### config.mk
export PLATFORM = sky130hd
export DESIGN_NAME = config_nvm_transfer_control
export DESIGN_NICKNAME = d
export VERILOG_FILES = /design/src/hw/cfg_nvm_pkg.sv /design/src/hw/config_nvm_transfer_control.sv /design/src/hw/nvm_transfer_engine.sv
export VERILOG_INCLUDE_DIRS = /design/src /design/src/hw
export SDC_FILE = /design/constraint.sdc
export NUM_CORES = 1
export LEC_CHECK = 0
export ABC_CLOCK_PERIOD_IN_PS = 28000
export BUFFER_PORTS_ARGS = -buffer_cell sky130_fd_sc_hd__buf_2
export CAP_MARGIN = 25
export CORE_MARGIN = 3
export CORE_UTILIZATION = 27
export CTS_BUF_LIST = sky130_fd_sc_hd__clkbuf_2 sky130_fd_sc_hd__clkbuf_4 sky130_fd_sc_hd__clkbuf_8
export DETAILED_ROUTE_END_ITERATION = 16
export GPL_ROUTABILITY_DRIVEN = 0
export GPL_TIMING_DRIVEN = 0
export PLACE_DENSITY = 0.42
export SLEW_MARGIN = 20
export SYNTH_ARGS = -nofsm -noshare
export SYNTH_HDL_FRONTEND = slang
export SYNTH_SLANG_ARGS = --single-unit
### constraint.sdc
create_clock -name CLK -period 28 [get_ports CLK]
set_clock_uncertainty 0.2 [all_clocks]
set_input_delay 4.2 -clock CLK [delete_from_list [all_inputs] [get_ports CLK]]
set_output_delay 4.2 -clock CLK [all_outputs]
set_load 0.02 [all_outputs]
### src/hw/cfg_nvm_params.svh
// Register offsets, field positions, reset values and list codes for the NVM transfer control block.
`ifndef CFG_NVM_PARAMS_SVH
`define CFG_NVM_PARAMS_SVH
`define ADDR_W          12
`define ADDR_STATUS_CTL 12'h232
`define ADDR_POWER_DOWN 12'h233
`define ADDR_APPLY      12'h234
`define ADDR_SEG_FIRST  12'ha00
`define ADDR_SEG_LAST   12'ha16
`define ADDR_NVM_STATE  12'hb00
`define ADDR_NVM_ERROR  12'hb01
`define ADDR_NVM_CTL1   12'hb02
`define ADDR_NVM_CTL2   12'hb03
`define SEG_COUNT       23
`define BIT_STATUS_NVM  4
`define BIT_PD_CLEANUP  2
`define BIT_PD_SYNTH    1
`define BIT_PD_DIST     0
`define BIT_SOFT_RESTORE 1
`define BIT_WRITE_EN    0
`define RST_STATUS_CTL  8'h00
`define RST_POWER_DOWN  3'h7
`define EE_ADDR_W       10
`define SEG_CODE_UPDATE 8'h80
`define SEG_CODE_END    8'hff
// Five ranges cover 0x000..0x234, then an update code, then end codes.
`define SEG_LIST_RST {{7{8'hff}}, 8'h80, 8'h00, 8'h02, 8'h34, 8'h80, 8'h01, 8'h7f, \
                      8'h00, 8'h01, 8'h7f, 8'h80, 8'h00, 8'h7f, 8'h00, 8'h00, 8'h7f}
`endif

### src/hw/cfg_nvm_pkg.sv
// Types shared by the NVM transfer control block.
package cfg_nvm_pkg;
  typedef enum logic [3:0] {
    E_IDLE,
    E_FETCH,
    E_ADDR_HI,
    E_ADDR_LO,
    E_MOVE,
    E_WAIT,
    E_PUT,
    E_SUM,
    E_SUM_WAIT
  } eng_state_t;
endpackage

### src/hw/config_nvm_transfer_control.sv
// Register side of power-down, staged update and EEPROM store/restore control.
//
// What this block does
// RL1: Power-down bits 2,1,0 stop cleanup loop, synthesis loop, distribution; default 1.
// RL2: Writing 1 to the update bit applies staged settings on the next clock edge.
// RL3: The update bit clears itself after the apply.
// RL4: The engine takes start addresses and byte counts from 23 segment registers.
// RL5: Segment list codes for update and end-of-data are executed, not treated as ranges.
// RL6: The reset segment list covers every register then issues an update.
// RL7: The pending bit reads 1 while a store or restore moves data.
// RL8: Status pin zero shows the pending flag when status control bit 4 is set.
// RL9: The error bit reads 1 when a transfer finds incorrect data.
// RL10: With boot select low, the soft-restore bit restores from EEPROM and self-clears.
// RL11: Write enable defaults to 0, keeping the EEPROM write-protected.
// RL12: The store bit starts buffer-to-EEPROM copy and clears when it finishes.
// RL13: A store request is ignored while write protection is on.
`timescale 1ns/1ns
`include "cfg_nvm_params.svh"
module config_nvm_transfer_control
  import cfg_nvm_pkg::*;
#(
  parameter int SEG_COUNT = `SEG_COUNT,
  parameter int EE_AW     = `EE_ADDR_W
) (
  input  wire logic               CLK,
  input  wire logic               SYS_RST,
  input  wire logic [`ADDR_W-1:0] REG_ADDR,
  input  wire logic [7:0]         REG_WDATA,
  input  wire logic               REG_WR,
  output logic      [7:0]         REG_RDATA,
  output logic                    APPLY_STAGED,
  output logic                    PD_CLEANUP_LOOP,
  output logic                    PD_SYNTHESIS_LOOP,
  output logic                    PD_DISTRIBUTION,
  input  wire logic               BOOT_SELECT,
  input  wire logic               STATUS_OTHER,
  output logic                    STATUS_PIN_ZERO,
  output logic      [`ADDR_W-1:0] BUF_ADDR,
  output logic      [7:0]         BUF_WDATA,
  output logic                    BUF_WE,
  input  wire logic [7:0]         BUF_RDATA,
  output logic      [EE_AW-1:0]   EE_ADDR,
  output logic      [7:0]         EE_WDATA,
  output logic                    EE_REQ,
  output logic                    EE_WE,
  input  wire logic [7:0]         EE_RDATA,
  input  wire logic               EE_ACK
);
  localparam logic [8*SEG_COUNT-1:0] SEG_RST = `SEG_LIST_RST;

  logic [7:0] status_ctl_q;
  logic [2:0] pd_q;
  logic       apply_q;
  logic [7:0] seg_q [SEG_COUNT];
  logic       write_en_q;
  logic       soft_q;
  logic       store_q;
  logic [4:0] seg_idx;
  logic       list_end;
  logic [7:0] seg_byte;
  logic       busy;
  logic       eng_done;
  logic       eng_apply;
  logic       eng_err;
  logic       eng_start;
  logic       apply_set;
  logic [7:0] rd_d;

  // True when the host writes the register at the given offset this cycle.
  function automatic logic wr_at(input logic [`ADDR_W-1:0] off);
    return REG_WR && REG_ADDR == off;
  endfunction

  // At the end of the list the engine sees an end code; a range entry in the last two slots takes that code as an address byte.
  assign seg_byte  = list_end ? `SEG_CODE_END : seg_q[seg_idx];
  // Store takes priority when both commands wait; neither starts mid-transfer.
  assign eng_start = (store_q || soft_q) && !busy;
  assign apply_set = (wr_at(`ADDR_APPLY) && REG_WDATA[0]) || eng_apply;

  assign PD_CLEANUP_LOOP   = pd_q[`BIT_PD_CLEANUP]; // [RL1]
  assign PD_SYNTHESIS_LOOP = pd_q[`BIT_PD_SYNTH];   // [RL1]
  assign PD_DISTRIBUTION   = pd_q[`BIT_PD_DIST];    // [RL1]
  assign APPLY_STAGED      = apply_q;
  assign STATUS_PIN_ZERO   = status_ctl_q[`BIT_STATUS_NVM] ? busy : STATUS_OTHER; // [RL8]

  // Plain read/write configuration registers.
  always_ff @(posedge CLK or posedge SYS_RST) begin
    if (SYS_RST) begin
      status_ctl_q <= `RST_STATUS_CTL;
      pd_q         <= `RST_POWER_DOWN; // [RL1]
      write_en_q   <= 1'b0;            // [RL11]
    end else begin
      if (wr_at(`ADDR_STATUS_CTL)) begin
        status_ctl_q <= {3'h0, REG_WDATA[4:0]};
      end
      if (wr_at(`ADDR_POWER_DOWN)) begin
        pd_q <= REG_WDATA[2:0]; // [RL1]
      end
      if (wr_at(`ADDR_NVM_CTL1)) begin
        write_en_q <= REG_WDATA[`BIT_WRITE_EN]; // [RL11]
      end
    end
  end

  // The apply bit is a one-cycle pulse: set by the host or the list's update code.
  always_ff @(posedge CLK or posedge SYS_RST) begin
    if (SYS_RST) begin
      apply_q <= 1'b0;
    end else begin
      apply_q <= apply_set; // [RL2] [RL3] [RL6]
    end
  end

  // Segment list; its reset image covers the whole map and ends with an update.
  always_ff @(posedge CLK or posedge SYS_RST) begin
    if (SYS_RST) begin
      for (int i = 0; i < SEG_COUNT; i++) begin
        seg_q[i] <= SEG_RST[i*8 +: 8]; // [RL6]
      end
    end else if (REG_WR && REG_ADDR >= `ADDR_SEG_FIRST && REG_ADDR <= `ADDR_SEG_LAST) begin
      seg_q[5'(REG_ADDR - `ADDR_SEG_FIRST)] <= REG_WDATA; // [RL4]
    end
  end

  // Command bits: a new request beats the completion clear in the same cycle.
  always_ff @(posedge CLK or posedge SYS_RST) begin
    if (SYS_RST) begin
      soft_q  <= 1'b0;
      store_q <= 1'b0;
    end else begin
      if (wr_at(`ADDR_NVM_CTL1) && REG_WDATA[`BIT_SOFT_RESTORE] && !BOOT_SELECT) begin
        soft_q <= 1'b1; // [RL10]
      end else if (eng_done && !store_q) begin
        soft_q <= 1'b0; // [RL10]
      end
      // Protection is judged by the enable already stored, not one written alongside.
      if (wr_at(`ADDR_NVM_CTL2) && REG_WDATA[0] && write_en_q) begin
        store_q <= 1'b1; // [RL12] [RL13]
      end else if (eng_done) begin
        store_q <= 1'b0; // [RL12]
      end
    end
  end

  // Read data is registered, so it appears one cycle after the address.
  always_comb begin
    rd_d = 8'h00;
    case (REG_ADDR)
      `ADDR_STATUS_CTL: rd_d = status_ctl_q;
      `ADDR_POWER_DOWN: rd_d = {5'h0, pd_q};
      `ADDR_APPLY:      rd_d = {7'h0, apply_q};
      `ADDR_NVM_STATE:  rd_d = {7'h0, busy};    // [RL7]
      `ADDR_NVM_ERROR:  rd_d = {7'h0, eng_err}; // [RL9]
      `ADDR_NVM_CTL1:   rd_d = {6'h0, soft_q, write_en_q};
      `ADDR_NVM_CTL2:   rd_d = {7'h0, store_q};
      default: begin
        if (REG_ADDR >= `ADDR_SEG_FIRST && REG_ADDR <= `ADDR_SEG_LAST) begin
          rd_d = seg_q[5'(REG_ADDR - `ADDR_SEG_FIRST)];
        end
      end
    endcase
  end

  always_ff @(posedge CLK or posedge SYS_RST) begin
    if (SYS_RST) begin
      REG_RDATA <= 8'h00;
    end else begin
      REG_RDATA <= rd_d;
    end
  end

  nvm_transfer_engine #(
    .SEG_COUNT (SEG_COUNT),
    .EE_AW     (EE_AW)
  ) engine (
    .clk       (CLK),
    .rst       (SYS_RST),
    .start     (eng_start),
    .store_dir (store_q),
    .seg_byte  (seg_byte),
    .seg_idx   (seg_idx),
    .list_end  (list_end),
    .busy      (busy),
    .done      (eng_done),
    .apply_req (eng_apply),
    .err       (eng_err),
    .buf_addr  (BUF_ADDR),
    .buf_wdata (BUF_WDATA),
    .buf_we    (BUF_WE),
    .buf_rdata (BUF_RDATA),
    .ee_addr   (EE_ADDR),
    .ee_wdata  (EE_WDATA),
    .ee_req    (EE_REQ),
    .ee_we     (EE_WE),
    .ee_rdata  (EE_RDATA),
    .ee_ack    (EE_ACK)
  );
endmodule

### src/hw/nvm_transfer_engine.sv
// Segment-list walker that moves bytes between the buffer bank and the EEPROM.
`timescale 1ns/1ns
`include "cfg_nvm_params.svh"
module nvm_transfer_engine
  import cfg_nvm_pkg::*;
#(
  parameter int SEG_COUNT = `SEG_COUNT,
  parameter int EE_AW     = `EE_ADDR_W
) (
  input  wire logic               clk,
  input  wire logic               rst,
  input  wire logic               start,
  input  wire logic               store_dir,
  input  wire logic [7:0]         seg_byte,
  output logic      [4:0]         seg_idx,
  output logic                    list_end,
  output logic                    busy,
  output logic                    done,
  output logic                    apply_req,
  output logic                    err,
  output logic      [`ADDR_W-1:0] buf_addr,
  output logic      [7:0]         buf_wdata,
  output logic                    buf_we,
  input  wire logic [7:0]         buf_rdata,
  output logic      [EE_AW-1:0]   ee_addr,
  output logic      [7:0]         ee_wdata,
  output logic                    ee_req,
  output logic                    ee_we,
  input  wire logic [7:0]         ee_rdata,
  input  wire logic               ee_ack
);
  eng_state_t         st_q;
  logic [4:0]         idx_q;
  logic [6:0]         cnt_q;
  logic [`ADDR_W-1:0] addr_q;
  logic [7:0]         sum_q;
  logic               dir_q;
  logic               is_end;

  // Bytes with the top bit set are codes; only the update code is not an end.
  assign is_end    = list_end || (seg_byte[7] && seg_byte != `SEG_CODE_UPDATE); // [RL5]
  assign list_end  = idx_q == 5'(SEG_COUNT);
  assign seg_idx   = idx_q;
  assign buf_addr  = addr_q;
  assign busy      = st_q != E_IDLE; // [RL7]
  assign done      = st_q == E_SUM_WAIT && ee_ack;
  assign apply_req = st_q == E_FETCH && !is_end && seg_byte == `SEG_CODE_UPDATE; // [RL5]

  // Walks the list: count byte, address high, address low, then the bytes.
  always_ff @(posedge clk or posedge rst) begin
    if (rst) begin
      st_q   <= E_IDLE;
      idx_q  <= 5'h0;
      cnt_q  <= 7'h0;
      addr_q <= '0;
      dir_q  <= 1'b0;
    end else begin
      case (st_q)
        E_IDLE: if (start) begin
          idx_q <= 5'h0;
          dir_q <= store_dir;
          st_q  <= E_FETCH;
        end
        E_FETCH: begin
          if (is_end) begin
            st_q <= E_SUM;
          end else if (seg_byte == `SEG_CODE_UPDATE) begin
            idx_q <= idx_q + 5'h1;
          end else begin
            cnt_q <= seg_byte[6:0]; // [RL4]
            idx_q <= idx_q + 5'h1;
            st_q  <= E_ADDR_HI;
          end
        end
        E_ADDR_HI: begin
          addr_q[`ADDR_W-1:8] <= seg_byte[`ADDR_W-9:0]; // [RL4]
          idx_q               <= idx_q + 5'h1;
          st_q                <= E_ADDR_LO;
        end
        E_ADDR_LO: begin
          addr_q[7:0] <= seg_byte;
          idx_q       <= idx_q + 5'h1;
          st_q        <= E_MOVE;
        end
        E_MOVE: st_q <= E_WAIT;
        E_WAIT: if (ee_ack) begin
          st_q <= E_PUT;
        end
        E_PUT: begin
          addr_q <= addr_q + 1'b1;
          cnt_q  <= cnt_q - 7'h1;
          st_q   <= (cnt_q == 7'h0) ? E_FETCH : E_MOVE;
        end
        E_SUM: st_q <= E_SUM_WAIT;
        E_SUM_WAIT: if (ee_ack) begin
          st_q <= E_IDLE;
        end
        default: st_q <= E_IDLE;
      endcase
    end
  end

  // EEPROM request holds until acknowledged; a checksum byte closes every transfer.
  always_ff @(posedge clk or posedge rst) begin
    if (rst) begin
      ee_req   <= 1'b0;
      ee_we    <= 1'b0;
      ee_wdata <= 8'h00;
      ee_addr  <= '0;
      sum_q    <= 8'h00;
    end else begin
      if (st_q == E_IDLE && start) begin
        ee_addr <= '0;
        sum_q   <= 8'h00;
      end
      if (st_q == E_MOVE || st_q == E_SUM) begin
        ee_req   <= 1'b1;
        ee_we    <= dir_q;
        ee_wdata <= (st_q == E_MOVE) ? buf_rdata : sum_q;
      end else if (ee_ack) begin
        ee_req <= 1'b0;
      end
      if (st_q == E_WAIT && ee_ack) begin
        ee_addr <= ee_addr + 1'b1;
        sum_q   <= sum_q + (dir_q ? ee_wdata : ee_rdata);
      end
    end
  end

  // Restored bytes land in the buffer bank one cycle after the EEPROM answers.
  always_ff @(posedge clk or posedge rst) begin
    if (rst) begin
      buf_we    <= 1'b0;
      buf_wdata <= 8'h00;
    end else begin
      buf_we <= st_q == E_WAIT && ee_ack && !dir_q;
      if (st_q == E_WAIT && ee_ack) begin
        buf_wdata <= ee_rdata;
      end
    end
  end

  // A checksum mismatch on restore flags bad data until the next transfer starts.
  always_ff @(posedge clk or posedge rst) begin
    if (rst) begin
      err <= 1'b0;
    end else if (st_q == E_IDLE && start) begin
      err <= 1'b0;
    end else if (done && !dir_q && ee_rdata != sum_q) begin
      err <= 1'b1; // [RL9]
    end
  end
endmodule

After elaboration in Yosys (flattened, before gate mapping)
Cells that the tools add are included.

word-level totals
  input bits = 42
  output and inout port bits = 54
  flip-flop bits (word level) = 271
  logic and storage cells = 175

operators by class
  mux-type cells = 42
  reductions and logical operators = 51
  bitwise operators = 2
  $add $sub $neg = 6
  equality and inequality tests = 25
  magnitude comparators = 5

operators with widths
  kind                                                                     number
  184-bit bitwise mux                                                      1
  8-bit 2-to-1 mux                                                         11
  8-bit binary-select mux with 5-bit select                                2
  8-bit case mux with 7 select lines                                       1
  12-bit equality test, second input constant                              4
  8-bit demux with 5-bit select                                            1
  12-bit by 10-bit equality test with 1-bit output, second input constant  3
  4-bit case mux with 9 select lines                                       1
  1-bit logical AND                                                        25
  10-bit 2-to-1 mux                                                        2
  4-bit 2-to-1 mux                                                         5
  4-bit by 3-bit equality test with 1-bit output, second input constant    4
  8-bit case mux with 2 select lines                                       1
  2-bit nonzero test                                                       8
  5-bit case mux with 3 select lines                                       1
  7-bit 2-to-1 mux                                                         2
  7-bit case mux with 2 select lines                                       1
  12-bit by 1-bit adder with 12-bit output, second input constant          1
  12-bit greater-or-equal comparator, second input constant                1
  6-bit greater-or-equal comparator, second input constant                 2
  12-bit less-or-equal comparator, second input constant                   1
  5-bit inverter with 6-bit output                                         2
  10-bit by 1-bit adder with 10-bit output, second input constant          1
  5-bit 2-to-1 mux                                                         2
  other kinds (28)                                                         48

Logic depth before layout (Yosys ltp)
  depth after elaboration = 12
  mapped depth = 12
  depth with buffers taken out = 10

Cells and area by module
A second synthesis with hierarchy kept.

second synthesis, totals
  cell total of the unflattened synthesis = 1194
  area, all modules = 15215.8 µm²

by module, submodules not included
  module                       times used  cells each  sequential area each (µm²)  area each (µm²)
  config_nvm_transfer_control  1           766         5225.0                      11374.7
  nvm_transfer_engine          1           428         1676.6                      3841.2

Least setup slack after synthesis
Ideal clock, no wire load.

  path kind = in2out
  start = in STATUS_OTHER
  end = out STATUS_PIN_ZERO
  path buffers = 0
  slack = 19032 ps
  stages on the path = 2
  required time = 23600 ps
  arrival = 4568 ps
  path through = nor2_1 > a21oi_1

on the way
  longest elaborated chain between the ends = 1

RTL lines
  what              line                               source
  start, declared   config_nvm_transfer_control.sv:36  input wire logic STATUS_OTHER,
  1-bit 2-to-1 mux  config_nvm_transfer_control.sv:84  assign STATUS_PIN_ZERO = status_ctl_q[`BIT_STATUS_NVM] ? busy : STATUS_OTHER;
  end, declared     config_nvm_transfer_control.sv:37  output logic STATUS_PIN_ZERO,

Every way passes these cells.

Worst setup path in the final report
Same ends and word-level chain as after synthesis.

==> impl_results.md <==
* Status: finished clean
* Wire length per cell at 24.4 microns
* Max-slew headroom at 27.3%
* Sequential share of the synthesized area at 46.8%
* Multi-input logic area at 7450 sq um
* CP endpoint kind: output port
* Flop pwr share at 35.1%
* Die Ht at 240 microns
* Final Hold Fails at 0
* Num ports at 96
* Postcts setup bufs at 0
* Die area at 57500 sq um
* HP Start: engine.ee_addr[9]
* Pin count of the biggest net entering global routing at 98
* Detailed Place HPWL at 36900 microns
* Crit path from: STATUS_OTHER
* Syn Nets at 1259
* CTS tree: yes
* CP arrival at 4.79 ns
* First-pass GRT wire length at 75500 microns
* Predominant post-synthesis flop cell: dfrtp_1
* Number of DRC markers in iteration 0 at 632
* CTS Buf Count at 53
* Post-CTS Resized at 0
* Via-per-instance ratio at 5.15
* Mapped Area at 14800 sq um
* Post-synthesis cell type count at 71
* GRT Overall Usage at 17.8%
* EDFF count, synth at 0
* H-tree levels at 2
* DRC at 0
* Worst EP required at 23.60 ns
* Vias in the first global route at 11100
* # rows at 85
* Clk root buf: clkbuf_8
* Worst Max-Slew Pin Slew at 1.09 ns
* Clock group share of total power at 32.9%
* Total Nets Final at 1410
* Setup tns final at 0 ns
* Antenna violations before repair at 4
* Max Freq at 109 MHz
* Clock Latency Late Sink at 0.65 ns
* Clock-pin slew on the worst setup and hold paths at 0.05 ns
* Final WL at 51100 microns
* Pleak at 7.55 nW
* Die width at 240 microns
* Max Cap Viol at 0
* Share of layout cells above drive strength 1 at 43.3%
* Post-CTS Hold Buffers at 0
* Setup violations, final at 0
* Grt total ovfl at 0
* Cell Area, Placed at 16200 sq um
* Switching power at 0.000513 W
* RSZ-0062 raised after global routing: no
* Core Region at 53900 sq um
* Deepest clock path buffer count at 3
* Initial DRT Pass Iterations at 5
* Detail Route Antenna Nets at 0
* Util after Layout at 32.2%
* Reg area at 6900 sq um
* IO Port Bufs at 91
* Layout Area Growth over Synthesis at 17.8%
* Antenna cells at 0
* Critical R2R Launch: engine.seg_idx[1]
* Post-Syn Area per Cell at 12.3 sq um
* Vias at 10800
* Worst VDD drop at 0.0308 mV
* Final Cycle Share at 32.8%
* Initial core utilization at 27.4%
* Tmin final at 9.19 ns
* Crit-path max FO at 1
* Critical path class: in -> out
* Hold/Removal Path Class: reg -> reg
* Synth Register Bits at 271
* Fin. max-slew vios at 0
* Post-route cell area at 17400 sq um
* Clk sinks at 271
* Int Pwr at 0.000829 W
* Async S/R FF share, synth at 100%
* Fillers at 5447
* Synth warnings at 0
* Combinational power share at 32.1%
* Cells after synthesis at 1204
* Startpoint Class: primary input
* Sw frac at 38.2%
* Pwr Density at 77.2 nW/um^2
power groups by stage:
stage          Sequential (W)  Clock (W)  Combinational [W]
6_report             0.000471   0.000442           0.000430
5_1_grt              0.000476   0.000474           0.000467
4_1_cts              0.000470   0.000457           0.000432
3_5_place_dp         0.000476          0           0.000431
3_3_place_gp         0.000476          0           0.000426
2_1_floorplan        0.000490          0           0.000252
per-layer routing:
layer	up-vias	wire length, microns	track usage (%)
li1	4837	-	-
met1	5577	23400	24.4
met2	297	23900	28.8
met3	77	2490	2.96
met4	0	1350	5.74
met5	-	0	0
sequential cells by signal, summed over array words and instances, names as in the netlist:
name and cells:
engine.ee_wdata 8, engine.err 1, engine.buf_we 1, engine.cnt_q 7, status_ctl_q 5, engine.buf_addr 12, pd_q 3, soft_q 1
store_q 1, engine.ee_req 1, engine.dir_q 1, REG_RDATA 8, APPLY_STAGED 1, seg_q 184, engine.ee_addr 10, engine.ee_we 1
engine.seg_idx 5, engine.st_q 4, write_en_q 1, engine.sum_q 8, engine.buf_wdata 8
worst max-delay path, cell delays in order:
cell	delay (ns)
buf_2	0.10
nor2_1	0.04
a21oi_1	0.23
buf_2	0.22
kinds of logic (layout without fill, tap and decap cells):
logic type      after synthesis  count (layout)  synth area share [%]
fa+ha+maj                    13              13                  1.15
mux                         341             341                  30.0
simple gates                281             281                  9.45
flops                       271             271                  46.8
compound gates              192             192                  8.93
buf+inv                      91             286                  2.82
xor+xnor                     15              15                 0.890
worst paths after layout:
path | end | cells past startpoint | slack, ns
setup / recovery | STATUS_PIN_ZERO | 4 | 18.81
hold / removal | engine.ee_addr[9] | 1 | 0.27
setup reg to reg | engine.seg_idx[1] | 10 | 23.95
hold reg to reg | engine.ee_addr[9] | 1 | 0.27
max in group asynchronous | seg_q[43] | 4 | 23.06
min in group asynchronous | engine.ee_wdata[3] | 2 | 3.36
layout make-up:
type / count / area share (%)
plain buffers: 76 / 2.07
clock buffers: 90 / 6.30
clock inverters: 9 / 0.418
inverters: 15 / 0.367
multi-input cells: 842 / 42.9
flip-flops and latches: 271 / 39.7
well taps: 696 / 5.01
repair buffers: 96 / 3.25
cells in the final DEF (no fill, tap or decap), drive strengths merged, types with 35 or more instances in the layout:
| cell | instances |
|---|---|
| dfrtp | 175 |
| nand2 | 104 |
| clkbuf | 137 |
| nand3 | 35 |
| nor2 | 62 |
| a22oi | 40 |
| mux2 | 208 |
| buf | 125 |
| mux2i | 73 |
| dfstp | 96 |
| o21ai | 46 |
| mux4 | 60 |
through the flow:
step                      power, W  setup slack, ns  hold slack (ns)  cells
after floorplan           0.000743            16.29            0.266   1204
after global placement    0.000901            12.21            0.257   1991
after detailed placement  0.000907            18.83            0.263   1996
after CTS                  0.00136            18.83            0.278   2095
after global routing       0.00142            18.77            0.301   2095
final                      0.00134            18.81            0.269   2095
cells in the mapped netlist, drive strengths merged (3+ instances only):
master,count,area (sq um)
nand3b,3,26.3
and3,5,31.3
nor4,10,68.8
nand3,35,175
a221oi,4,35.0
a22oi,40,300
a22o,7,61.3
nand4,7,50.1
a21oi,34,170
dfstp,96,2520
nor2b,11,68.8
ha,12,150
nand2b,10,62.6
a222oi,3,30.0
buf,29,184
o311ai,3,26.3
inv,15,56.3
mux4,60,1350
nand2,104,393
nor4b,3,32.5
or2,4,25.0
xnor2,3,26.3
and2,4,25.0
o221ai,3,26.3
a221o,4,40.0
o22ai,6,37.5
or3,9,56.3
mux2,208,2340
xor2,12,105
o211ai,12,90.1
o21ai,46,230
o21bai,5,37.5
mux2i,73,731
nor2,62,273
dfrtp,175,4380
clkbuf,47,176
nor3,9,61.3
(Power assumes the default switching activity.)
